### src/inc/psu_cmd_pkg.sv
// Constants, encodings and carrier types for the power unit command slave.
// Assumes a single system clock; all users import the whole package.
package psu_cmd_pkg;

    // Default seven-bit bus address of the slave.
    localparam logic [6:0] SLAVE_ADDR_DEFAULT = 7'h2A;

    // Header layout: length field on top, module field below.
    localparam int HDR_LEN_MSB = 7;
    localparam int HDR_LEN_LSB = 5;
    localparam int HDR_MOD_MSB = 4;
    localparam int HDR_MOD_LSB = 0;

    // Command and reply module codes.
    localparam logic [4:0] MOD_BOOT_PRIMARY = 5'h1F;
    localparam logic [4:0] MOD_BOOT_ALT     = 5'h1E;
    localparam logic [4:0] MOD_WD_CLEAR     = 5'h1D;
    localparam logic [4:0] MOD_ON_FIRST     = 5'h19;
    localparam logic [4:0] MOD_ON_LAST      = 5'h1C;
    localparam logic [4:0] MOD_OFF_FIRST    = 5'h15;
    localparam logic [4:0] MOD_OFF_LAST     = 5'h18;
    localparam logic [4:0] MOD_INVALID      = 5'h14;
    localparam logic [4:0] MOD_VALID        = 5'h13;
    localparam logic [4:0] MOD_BEACON_ON    = 5'h12;
    localparam logic [4:0] MOD_BEACON_OFF   = 5'h11;
    localparam logic [4:0] MOD_CONV_FIXED   = 5'h0C;
    localparam logic [4:0] MOD_CONV_DIGITAL = 5'h0B;
    localparam logic [4:0] MOD_HK_FIRST     = 5'h01;
    localparam logic [4:0] MOD_HK_LAST      = 5'h09;
    localparam logic [4:0] MOD_HK_STATUS    = 5'h05;
    localparam logic [4:0] MOD_HK_HOSTRST   = 5'h09;

    // Housekeeping geometry and reply buffer size.
    localparam int         HK_RECORDS = 9;
    localparam int         REPLY_MAX  = 6;
    localparam logic [2:0] REPLY_LEN_HK  = 3'h6;
    localparam logic [2:0] REPLY_LEN_ACK = 3'h2;
    localparam logic [2:0] LEN_FIELD_HK  = 3'h3;
    localparam logic [7:0] IDLE_BYTE     = 8'hFF;

    // Reset values of the control state.
    localparam logic       BOOT_ALT_RST   = 1'b0;
    localparam logic [3:0] LOADS_RST      = 4'h0;
    localparam logic       BEACON_RST     = 1'b1;
    localparam logic       CONV_FIXED_RST = 1'b1;
    localparam logic       RST_FLAG_RST   = 1'b1;

    // Power outputs; bit order follows the module codes 25 to 28.
    typedef struct packed {
        logic radio_subsystem;
        logic camera_load;
        logic attitude_control;
        logic host_computer;
    } load_power_t;

    // Conditioned bus pins and the events seen on them.
    typedef struct packed {
        logic scl;
        logic sda;
        logic scl_rise;
        logic scl_fall;
        logic start;
        logic stop;
    } pin_events_t;

    // Byte engine states, one-hot.
    typedef enum logic [6:0] {
        LK_IDLE     = 7'h01,
        LK_ADDR     = 7'h02,
        LK_ADDR_ACK = 7'h04,
        LK_WR_BYTE  = 7'h08,
        LK_WR_ACK   = 7'h10,
        LK_RD_BYTE  = 7'h20,
        LK_RD_ACK   = 7'h40
    } link_state_t;

endpackage

### src/logic/bus_pin_conditioner.sv
// Two-flop synchroniser for the bus pins plus edge, START and STOP detection.
// Assumes the system clock is many times faster than the bus clock.
`timescale 1ns/1ns
module bus_pin_conditioner
    import psu_cmd_pkg::*;
(
    input  wire logic        core_clk,
    input  wire logic        rst_n,
    input  wire logic        scl_in,
    input  wire logic        sda_in,
    output pin_events_t      pins
);

    // Bit 1 carries the clock line, bit 0 the data line.
    typedef struct packed {
        logic [1:0] meta;
        logic [1:0] sync;
        logic [1:0] prev;
    } cond_state_t;

    cond_state_t s_r;
    cond_state_t s_nxt;

    // The first stage feeds only the second; events use the later stages.
    always_comb begin
        s_nxt      = s_r;
        s_nxt.meta = {scl_in, sda_in};
        s_nxt.sync = s_r.meta;
        s_nxt.prev = s_r.sync;
    end

    // Idle bus is high on both lines.
    always_ff @(posedge core_clk) begin
        if (!rst_n) begin
            s_r <= '{meta: 2'h3, sync: 2'h3, prev: 2'h3};
        end else begin
            s_r <= s_nxt;
        end
    end

    // Data changing while the clock stays high marks START or STOP.
    assign pins.scl      = s_r.sync[1];
    assign pins.sda      = s_r.sync[0];
    assign pins.scl_rise = s_r.sync[1] & ~s_r.prev[1];
    assign pins.scl_fall = ~s_r.sync[1] & s_r.prev[1];
    assign pins.start    = s_r.sync[1] & s_r.prev[1] & s_r.prev[0] & ~s_r.sync[0];
    assign pins.stop     = s_r.sync[1] & s_r.prev[1] & ~s_r.prev[0] & s_r.sync[0];

endmodule // bus_pin_conditioner

### src/logic/power_unit_i2c_command_slave.sv
// Bus slave and command interpreter of the power unit.
// Assumes one bus master, pins conditioned on core_clk, and open-drain data.
`timescale 1ns/1ns
module power_unit_i2c_command_slave
    import psu_cmd_pkg::*;
#(
    parameter logic [6:0] OWN_ADDR = SLAVE_ADDR_DEFAULT
) (
    input  wire logic                              core_clk,
    input  wire logic                              rst_n,
    input  wire logic                              scl_in,
    input  wire logic                              sda_in,
    output      logic                              sda_out,
    output      logic                              sda_oe,
    input  wire logic [HK_RECORDS-1:0][31:0]       hk_meas,
    input  wire logic                              spare_load_bit,
    input  wire logic                              watchdog_timeout,
    output      logic                              boot_alt_image,
    output      load_power_t                       load_power,
    output      logic                              beacon_enable,
    output      logic                              converter_fixed,
    output      logic                              watchdog_clear
);

    typedef struct packed {
        link_state_t                   fsm;
        logic [3:0]                    bit_cnt;
        logic [7:0]                    shreg;
        logic                          is_read;
        logic [3:0]                    rx_cnt;
        logic [7:0]                    header;
        logic [7:0]                    sum;
        logic [7:0]                    last;
        logic [REPLY_MAX-1:0][7:0]     reply;
        logic [2:0]                    reply_len;
        logic [2:0]                    tx_idx;
        logic                          sda_oe;
        logic                          boot_alt;
        logic [3:0]                    loads;
        logic                          beacon;
        logic                          conv_fixed;
        logic                          wd_clear;
        logic                          rst_flag;
        logic [15:0]                   host_resets;
    } slave_state_t;

    slave_state_t s_r;
    slave_state_t s_nxt;
    pin_events_t  pe;

    // Pin synchroniser and bus condition detector.
    bus_pin_conditioner u_pins (
        .core_clk (core_clk),
        .rst_n    (rst_n),
        .scl_in   (scl_in),
        .sda_in   (sda_in),
        .pins     (pe)
    );

    // True for a zero-length command code that changes an output.
    function automatic logic is_command(input logic [4:0] m);
        is_command = (m == MOD_BOOT_PRIMARY) || (m == MOD_BOOT_ALT) ||
                     (m == MOD_WD_CLEAR) ||
                     ((m >= MOD_OFF_FIRST) && (m <= MOD_ON_LAST)) ||
                     (m == MOD_BEACON_ON) || (m == MOD_BEACON_OFF) ||
                     (m == MOD_CONV_FIXED) || (m == MOD_CONV_DIGITAL);
    endfunction

    // Reply byte at a position, idle ones beyond the end.
    function automatic logic [7:0] reply_byte(input slave_state_t st, input logic [2:0] idx);
        if (idx < st.reply_len) begin
            reply_byte = st.reply[idx];
        end else begin
            reply_byte = IDLE_BYTE;
        end
    endfunction

    // Frame decode, evaluated when STOP closes a write frame.
    logic [2:0]  hdr_len;
    logic [4:0]  hdr_mod;
    logic [3:0]  data_cnt;
    logic [7:0]  calc_sum;
    logic        frame_done;
    logic        ck_ok;
    logic        cmd_ok;
    logic        is_hk;
    logic [7:0]  next_tx;

    assign hdr_len    = s_r.header[HDR_LEN_MSB:HDR_LEN_LSB];
    assign hdr_mod    = s_r.header[HDR_MOD_MSB:HDR_MOD_LSB];
    assign data_cnt   = s_r.rx_cnt - 4'h2;
    assign calc_sum   = s_r.sum - s_r.last;
    assign frame_done = pe.stop && !s_r.is_read && (s_r.rx_cnt != 4'h0) &&
                        ((s_r.fsm == LK_WR_BYTE) || (s_r.fsm == LK_WR_ACK));
    assign ck_ok      = (s_r.rx_cnt >= 4'h2) && ((s_r.last - calc_sum) == 8'h00) &&
                        ((data_cnt == 4'h0) ||
                         (data_cnt == ({1'b0, hdr_len} + 4'h1)));
    assign cmd_ok     = frame_done && ck_ok && (hdr_len == 3'h0);
    assign is_hk      = (hdr_mod >= MOD_HK_FIRST) && (hdr_mod <= MOD_HK_LAST);
    assign next_tx    = reply_byte(s_r, s_r.tx_idx + 3'h1);

    // Next state: byte engine, frame processing and housekeeping counters.
    always_comb begin
        logic [4:0]  ofs;
        logic [31:0] rec;
        logic [7:0]  rsum;
        logic [7:0]  b0;
        ofs        = 5'h00;
        rec        = 32'h0000_0000;
        rsum       = 8'h00;
        b0         = reply_byte(s_r, 3'h0);
        s_nxt      = s_r;
        s_nxt.wd_clear = 1'b0;
        if (watchdog_timeout) begin
            s_nxt.host_resets = s_r.host_resets + 16'h0001;
        end
        if (pe.start) begin
            s_nxt.fsm     = LK_ADDR;
            s_nxt.bit_cnt = 4'h0;
            s_nxt.rx_cnt  = 4'h0;
            s_nxt.sum     = 8'h00;
            s_nxt.is_read = 1'b0;
            s_nxt.sda_oe  = 1'b0;
        end else if (pe.stop) begin
            s_nxt.fsm    = LK_IDLE;
            s_nxt.sda_oe = 1'b0;
            if (frame_done) begin
                s_nxt.wd_clear  = 1'b1;
                s_nxt.reply[0]  = {3'h0, MOD_INVALID};
                s_nxt.reply[1]  = {3'h0, MOD_INVALID};
                s_nxt.reply_len = REPLY_LEN_ACK;
                if (cmd_ok && is_command(hdr_mod)) begin
                    s_nxt.reply[0] = {3'h0, MOD_VALID};
                    s_nxt.reply[1] = {3'h0, MOD_VALID};
                    if (hdr_mod == MOD_BOOT_PRIMARY) begin
                        s_nxt.boot_alt = 1'b0;
                    end else if (hdr_mod == MOD_BOOT_ALT) begin
                        s_nxt.boot_alt = 1'b1;
                    end else if ((hdr_mod >= MOD_ON_FIRST) && (hdr_mod <= MOD_ON_LAST)) begin
                        ofs = hdr_mod - MOD_ON_FIRST;
                        s_nxt.loads[ofs[1:0]] = 1'b1;
                    end else if ((hdr_mod >= MOD_OFF_FIRST) && (hdr_mod <= MOD_OFF_LAST)) begin
                        ofs = hdr_mod - MOD_OFF_FIRST;
                        s_nxt.loads[ofs[1:0]] = 1'b0;
                    end else if (hdr_mod == MOD_BEACON_ON) begin
                        s_nxt.beacon = 1'b1;
                    end else if (hdr_mod == MOD_BEACON_OFF) begin
                        s_nxt.beacon = 1'b0;
                    end else if (hdr_mod == MOD_CONV_FIXED) begin
                        s_nxt.conv_fixed = 1'b1;
                    end else if (hdr_mod == MOD_CONV_DIGITAL) begin
                        s_nxt.conv_fixed = 1'b0;
                    end
                end else if (cmd_ok && is_hk) begin
                    ofs = hdr_mod - MOD_HK_FIRST;
                    rec = hk_meas[ofs[3:0]];
                    if (hdr_mod == MOD_HK_STATUS) begin
                        rec[15:8] = {7'h00, s_r.rst_flag};
                        rec[7:0]  = {4'h0, s_r.loads[1], s_r.loads[2],
                                     spare_load_bit, s_r.loads[0]};
                        s_nxt.rst_flag = 1'b0;
                    end
                    if (hdr_mod == MOD_HK_HOSTRST) begin
                        rec[31:16] = s_r.host_resets;
                    end
                    s_nxt.reply[0] = {LEN_FIELD_HK, hdr_mod};
                    s_nxt.reply[1] = rec[31:24];
                    s_nxt.reply[2] = rec[23:16];
                    s_nxt.reply[3] = rec[15:8];
                    s_nxt.reply[4] = rec[7:0];
                    rsum = s_nxt.reply[0] + rec[31:24] + rec[23:16] + rec[15:8] + rec[7:0];
                    s_nxt.reply[5]  = rsum;
                    s_nxt.reply_len = REPLY_LEN_HK;
                end
            end
        end else begin
            case (s_r.fsm)
                LK_ADDR, LK_WR_BYTE: begin
                    if (pe.scl_rise && (s_r.bit_cnt < 4'h8)) begin
                        s_nxt.shreg   = {s_r.shreg[6:0], pe.sda};
                        s_nxt.bit_cnt = s_r.bit_cnt + 4'h1;
                    end else if (pe.scl_fall && (s_r.bit_cnt == 4'h8)) begin
                        if (s_r.fsm == LK_ADDR) begin
                            if (s_r.shreg[7:1] == OWN_ADDR) begin
                                s_nxt.fsm     = LK_ADDR_ACK;
                                s_nxt.sda_oe  = 1'b1;
                                s_nxt.is_read = s_r.shreg[0];
                            end else begin
                                s_nxt.fsm = LK_IDLE;
                            end
                        end else begin
                            if (s_r.rx_cnt == 4'h0) begin
                                s_nxt.header = s_r.shreg;
                            end
                            if (s_r.rx_cnt != 4'hF) begin
                                s_nxt.rx_cnt = s_r.rx_cnt + 4'h1;
                            end
                            s_nxt.sum    = s_r.sum + s_r.shreg;
                            s_nxt.last   = s_r.shreg;
                            s_nxt.fsm    = LK_WR_ACK;
                            s_nxt.sda_oe = 1'b1;
                        end
                    end
                end
                LK_ADDR_ACK: begin
                    if (pe.scl_fall) begin
                        s_nxt.bit_cnt = 4'h0;
                        if (s_r.is_read) begin
                            s_nxt.fsm    = LK_RD_BYTE;
                            s_nxt.tx_idx = 3'h0;
                            s_nxt.shreg  = b0;
                            s_nxt.sda_oe = ~b0[7];
                        end else begin
                            s_nxt.fsm    = LK_WR_BYTE;
                            s_nxt.sda_oe = 1'b0;
                        end
                    end
                end
                LK_WR_ACK: begin
                    if (pe.scl_fall) begin
                        s_nxt.fsm     = LK_WR_BYTE;
                        s_nxt.bit_cnt = 4'h0;
                        s_nxt.sda_oe  = 1'b0;
                    end
                end
                LK_RD_BYTE: begin
                    if (pe.scl_fall) begin
                        s_nxt.bit_cnt = s_r.bit_cnt + 4'h1;
                        if (s_r.bit_cnt == 4'h7) begin
                            s_nxt.fsm    = LK_RD_ACK;
                            s_nxt.sda_oe = 1'b0;
                        end else begin
                            s_nxt.shreg  = {s_r.shreg[6:0], 1'b0};
                            s_nxt.sda_oe = ~s_r.shreg[6];
                        end
                    end
                end
                LK_RD_ACK: begin
                    if (pe.scl_rise && pe.sda) begin
                        s_nxt.fsm = LK_IDLE;
                    end else if (pe.scl_fall) begin
                        s_nxt.fsm     = LK_RD_BYTE;
                        s_nxt.tx_idx  = s_r.tx_idx + 3'h1;
                        s_nxt.bit_cnt = 4'h0;
                        s_nxt.shreg   = next_tx;
                        s_nxt.sda_oe  = ~next_tx[7];
                    end
                end
                default: begin
                    s_nxt.fsm    = LK_IDLE;
                    s_nxt.sda_oe = 1'b0;
                end
            endcase
        end
    end

    // State register with defined reset values.
    always_ff @(posedge core_clk) begin
        if (!rst_n) begin
            s_r             <= '0;
            s_r.fsm         <= LK_IDLE;
            s_r.reply[0]    <= {3'h0, MOD_INVALID};
            s_r.reply[1]    <= {3'h0, MOD_INVALID};
            s_r.reply_len   <= REPLY_LEN_ACK;
            s_r.boot_alt    <= BOOT_ALT_RST;
            s_r.loads       <= LOADS_RST;
            s_r.beacon      <= BEACON_RST;
            s_r.conv_fixed  <= CONV_FIXED_RST;
            s_r.rst_flag    <= RST_FLAG_RST;
        end else begin
            s_r <= s_nxt;
        end
    end

    // Outputs other than the constant-low sda_out come straight from the state register.
    assign sda_out         = 1'b0;
    assign sda_oe          = s_r.sda_oe;
    assign boot_alt_image  = s_r.boot_alt;
    assign load_power      = load_power_t'(s_r.loads);
    assign beacon_enable   = s_r.beacon;
    assign converter_fixed = s_r.conv_fixed;
    assign watchdog_clear  = s_r.wd_clear;
endmodule // power_unit_i2c_command_slave

### config.mk
export PLATFORM = sky130hd
export DESIGN_NAME = power_unit_i2c_command_slave
export DESIGN_NICKNAME = d
export VERILOG_FILES = /design/src/inc/psu_cmd_pkg.sv /design/src/logic/bus_pin_conditioner.sv /design/src/logic/power_unit_i2c_command_slave.sv
export SDC_FILE = /design/constraint.sdc
export NUM_CORES = 1
export LEC_CHECK = 0
export ABC_AREA = 1
export BUFFER_PORTS_ARGS = -buffer_cell sky130_fd_sc_hd__buf_2
export CAP_MARGIN = 10
export CORE_MARGIN = 1
export CORE_UTILIZATION = 49
export DETAILED_ROUTE_END_ITERATION = 8
export PLACE_DENSITY_LB_ADDON = 0.25
export SLEW_MARGIN = 20
export SYNTH_ARGS = -nofsm -noshare
export SYNTH_HDL_FRONTEND = slang
export SYNTH_HIERARCHICAL = 1
export SYNTH_SLANG_ARGS = --single-unit
### constraint.sdc
create_clock -name core_clk -period 5.63 [get_ports core_clk]
set_input_delay 0.2815 -clock core_clk [delete_from_list [all_inputs] [get_ports core_clk]]
set_output_delay 0.2815 -clock core_clk [all_outputs]
set_load 0.05 [all_outputs]
==> flow_metrics.py, run 1 <==
metrics = {
    "critical_path": {
        "reg2regPathDepth": 26,
        "cp_max_fo": 29,
        "start_kind": "flop",
        "ff2ff_setup_slack_ns": 0.43,
        "cp.required_ns": 5.93,
        "crit_arrival_ns": 5.50,
        "cp-end-kind": "flop",
        "worstSetupPathType": "flop to flop",
    },
    "cells_and_area": {
        "area_growth_pct": 20.2,
        "layout_commonest_cell": "nand2_1",
        "drive_above_1_share": 0.203,
        "antenna_cells": 0,
        "final_cell_mix": "nand2_1, buf_2, inv_1",
        "nets": 2344,
    },
    "drt": {
        "num_vias": 12837,
        "drt-initial-drc-count": 1185,
        "drtPass1Iterations": 6,
        "drt_wl_total_um": 42300,
        "viasPerCell": 5.64,
        "antenna_left": 0,
        "wl_per_cell_um": 18.6,
        "drc": 0,
    },
    "timing": {
        "setup_ws_ns": 0.427,
        "period_needed_ns": 5.20,
        "hold_viol_final": 0,
        "slew_headroom": 0.377,
        "slew_viol_final": 0,
        "rsz0062_at_grt": "no",
        "clock_skew_ns": 0.00950,
        "final_min_period_over_clock_period": 0.924,
        "tightest_slew_ns": 0.930,
        "setup_viol": 0,
        "tns_ns": 0,
        "whs_ns": 0.0645,
        "fmax_mhz": 192,
    },
    "floorplanning": {
        "io-pin-count": 304,
        "dieHeight_um": 150,
        "rows": 53,
        "fp.dieW_um": 150,
        "initial_core_util": 0.505,
        "die_area_um2": 22500,
        "core_um2": 21300,
    },
    "clock_tree": {
        "clockBufferDepth": 2,
        "cts-root-buf": "clkbuf_16",
        "cts.sinks": 128,
        "h-tree-depth": 4,
        "cts_made_buffers": 17,
        "insertion_delay_ns": 0.42,
        "tritoncts": "done",
        "path_clk_slew_ns": 0.06,
    },
    "yosys": {
        "synthesis.yosys.warnings": 6,
        "synth_area_um2": 10800,
        "synthCells": 1746,
        "syn_area_per_cell_um2": 6.16,
        "synth_nets": 2099,
    },
    "pwr": {
        "p_leak_nw": 6.45,
        "p_per_area_nw_per_um2": 179,
        "share_seq_of_total_power": 0.395,
        "pwr-share-clk": 0.512,
        "swShare": 0.230,
        "p_sw_uw": 531,
        "comb_power_share": 0.093,
        "intPower_mw": 1.78,
        "ir_drop_mv": 0.177,
    },
    "worst_hold_path": {
        "hold_depth": 3,
        "hold_class": "input port to flop",
    },
    "global_route": {
        "first_global_vias": 12049,
        "gr-usage-all-layers": 0.380,
        "grt_overflow": 0,
        "grt_max_degree": 83,
        "grt_antenna_before_repair": 1,
        "grt_pass1_wl_um": 64700,
    },
    "place": {
        "place_hpwl_um": 33400,
        "globalplace.congestion": 1.04,
        "post-place-ws_ns": 0.416,
        "port-buffer-count": 302,
    },
    "run_status": {
        "status": "finished clean",
    },
    "flow_run": {
        "cap_violations": 0,
    },
}
sequential cells by signal (all words and copies together) (netlist names), named ones only:
name,cells
sda_oe,1
u_pins/pins,2
converter_fixed,1
watchdog_clear,1
u_pins/s_nxt,2
beacon_enable,1
hdr_len,3
u_pins/s_r,2
boot_alt_image,1
hdr_mod,5
s_r,105
power groups by stage:
| stage | Combinational (mW) | Sequential (mW) | Clock [mW] |
|---|---|---|---|
| after floorplan | 0.0672 | 0.932 | 0 |
| after global placement | 0.212 | 0.933 | 0 |
| after detailed placement | 0.210 | 0.933 | 0 |
| after CTS | 0.210 | 0.913 | 1.19 |
| after global routing | 0.229 | 0.913 | 1.23 |
| final | 0.215 | 0.913 | 1.18 |
path summary, 6_finish.rpt:
kind | from | end
worst min register to register | u_pins/s_nxt[2] | u_pins/pins[4]
worst max register to register | hdr_mod[1] | s_r[79]
worst max-delay path | hdr_mod[1] | s_r[79]
worst min-delay path | sda_in | u_pins/s_nxt[2]
cell type report:
type	count	area, um2
clock buffers	20	467
clock inverters	10	160
fillers	2092	8360
inverters	227	857
multi-input cells	1295	6860
flip-flops and latches	128	2570
well taps	275	344
repair buffers	322	1680
routing by layer:
metal  wire length (um)  track usage  up-vias
li1                   -            -     6208
met1              16500        0.458     5862
met2              19300        0.608      620
met3               3320       0.0715      145
met4               3160        0.266        2
met5                 14            0        -
metrics by stage:
stage / cells / total power, mW / utilization / cell area (um2)
after detailed placement: 2247 / 1.14 / 0.578 / 12300
after global placement: 2247 / 1.14 / 0.578 / 12300
after global routing: 2277 / 2.37 / 0.607 / 12900
after CTS: 2277 / 2.31 / 0.607 / 12900
final: 2277 / 2.31 / 0.607 / 12900
after floorplan: 1746 / 0.999 / - / 10800
critical path: stages, from the launching register on:
cell and delay, ns:
dfxtp_1 0.45, inv_1 0.16, ha_2 0.32, inv_2 0.25
buf_6 0.28, o21ai_0 0.13, o221ai_1 0.18, o211ai_1 0.14
a21oi_1 0.14, inv_1 0.11, fa_1 0.40, fa_1 0.50
fa_1 0.48, inv_1 0.08, ha_1 0.17, inv_1 0.06
fa_1 0.42, nor3_1 0.21, nor2_1 0.09, nand3_1 0.09
nand2_1 0.07, inv_1 0.05, nand3_1 0.08, nand2_1 0.07
nand2_1 0.05, nand2_1 0.05, a21oi_1 0.05
timing repair:
action                     4_1_cts  5_1_grt
gates resized for setup          0        2
setup endpoints to repair        0        2
setup buffers                    0        0
hold buffers                     0        0
Power figures use the tool's default switching activity.
==> run 2, diff against run 1 <==
- ABC_AREA: 1 -> default
- CORE_UTILIZATION: 49 -> 48
==> flow_metrics.py, run 2 <==
metrics = {
    "pwr": {
        "ir_drop_mv": 0.164,
        "power_mw": 2.29,
        "intPower_mw": 1.78,
        "p_per_area_nw_per_um2": 181,
        "pwr-share-clk": 0.509,
        "p_sw_uw": 516,
        "comb_power_share": 0.092,
        "p_leak_nw": 5.15,
        "share_seq_of_total_power": 0.399,
        "swShare": 0.225,
    },
    "yosys": {
        "synth_nets": 1496,
        "syn_area_per_cell_um2": 8.90,
        "synthCells": 1143,
        "synthesis.yosys.warnings": 6,
        "synth_area_um2": 10200,
    },
    "place": {
        "port-buffer-count": 302,
        "post-place-cells": 1662,
        "place_hpwl_um": 30500,
        "globalplace.congestion": 0.993,
        "post-place-ws_ns": 0.250,
        "place_area_um2": 11900,
    },
    "run_status": {
        "status": "finished clean",
    },
    "cells_and_area": {
        "design_area_um2": 12700,
        "nets": 1773,
        "fillers": 1796,
        "regMostFlops": "s_r",
        "area_growth_pct": 24.4,
        "instances_no_fill": 1706,
        "final_util": 0.618,
        "final_cell_mix": "buf_2, nand2_1, dfxtp_1",
        "drive_above_1_share": 0.334,
        "largest_reg_flops": 105,
        "layout_commonest_cell": "buf_2",
    },
    "clock_tree": {
        "path_clk_slew_ns": 0.06,
        "insertion_delay_ns": 0.41,
        "cts_made_buffers": 17,
        "h-tree-depth": 4,
        "cts-root-buf": "clkbuf_16",
        "clockBufferDepth": 2,
        "cts.sinks": 128,
        "tritoncts": "done",
    },
    "global_route": {
        "first_global_vias": 9882,
        "grt_max_degree": 82,
        "grt_antenna_before_repair": 9,
        "grt_pass1_wl_um": 57300,
        "gr-usage-all-layers": 0.353,
        "grt_overflow": 0,
    },
    "floorplanning": {
        "dieHeight_um": 148,
        "io-pin-count": 304,
        "die_area_um2": 21800,
        "initial_core_util": 0.497,
        "core_um2": 20500,
        "fp.dieW_um": 148,
        "rows": 52,
    },
    "drt": {
        "num_vias": 10261,
        "drc": 0,
        "wl_per_cell_um": 22.3,
        "viasPerCell": 6.01,
        "drtPass1Iterations": 5,
        "drt_wl_total_um": 38100,
        "antenna_left": 0,
        "drt-initial-drc-count": 986,
    },
    "worst_hold_path": {
        "hold_class": "input port to flop",
    },
    "timing": {
        "hold_viol_final": 0,
        "rsz0062_at_grt": "no",
        "setup_ws_ns": 0.344,
        "final_min_period_over_clock_period": 0.939,
        "tightest_slew_ns": 1.09,
        "fmax_mhz": 189,
        "clock_skew_ns": 0.00720,
        "setup_viol": 0,
        "whs_ns": 0.0529,
        "slew_headroom": 0.270,
        "period_needed_ns": 5.29,
        "tns_ns": 0,
        "slew_viol_final": 0,
    },
    "critical_path": {
        "start_kind": "flop",
        "cp-end-kind": "flop",
        "worstSetupPathType": "flop to flop",
        "cp_max_fo": 13,
        "crit_arrival_ns": 5.61,
        "cp.required_ns": 5.95,
    },
    "flow_run": {
        "cap_violations": 0,
    },
}
-- run 2: final timing paths --
kind | start | end | slack, ns | cells past startpoint
max | hdr_mod[0] | s_r[79] | 0.34 | 23
min | scl_in | u_pins/s_nxt[3] | 0.05 | 2
max reg2reg | hdr_mod[0] | s_r[79] | 0.34 | 23
min reg2reg | u_pins/s_nxt[3] | u_pins/pins[5] | 0.40 | 1
-- run 2: routing by layer --
metal | vias up | track usage | share of wire
li1 | 4698 | - | -
met1 | 4950 | 0.441 | 0.39
met2 | 516 | 0.568 | 0.47
met3 | 91 | 0.0926 | 0.093
met4 | 6 | 0.166 | 0.047
met5 | - | 0 | 0.00097
-- run 2: power by group through the flow --
stage | combinational [mW] | clock, mW | sequential (mW)
3_3_place_gp | 0.206 | 0 | 0.934
5_1_grt | 0.221 | 1.22 | 0.914
2_1_floorplan | 0.0673 | 0 | 0.932
6_report | 0.212 | 1.17 | 0.914
3_5_place_dp | 0.206 | 0 | 0.934
4_1_cts | 0.207 | 1.18 | 0.914
-- run 2: critical path, cell delays in order, from the launching register on --
cell and delay [ns]:
dfxtp_4 0.45, inv_2 0.11, ha_4 0.33, buf_12 0.15
buf_4 0.12, mux4_2 0.17, nand2_1 0.05, a21oi_1 0.17
a31oi_1 0.06, or2_2 0.32, fa_1 0.54, fa_1 0.45
fa_1 0.54, inv_1 0.04, ha_1 0.20, inv_1 0.08
fa_2 0.21, nor2b_1 0.06, nor3_1 0.25, o21bai_1 0.13
a21oi_1 0.15, xnor3_1 0.24, xnor3_1 0.18, a311oi_1 0.20
-- run 2: cell type report --
type                            count  area, um2  share of cell area
Antenna cell                        4       10.0            0.000790
Clock buffer                       22        495              0.0391
Clock inverter                      9        129              0.0102
Inverter                           61        229              0.0181
Multi-Input combinational cell    878       7100               0.561
Sequential cell                   128       2570               0.203
Tap cell                          270        338              0.0267
Timing Repair Buffer              334       1800               0.142
-- run 2: repair_timing --
| item | CTS | global route |
|---|---|---|
| setup endpoints to repair | 0 | 1 |
| hold buffers | 0 | 0 |
| setup buffers | 0 | 8 |
| gates resized for setup | 0 | 8 |
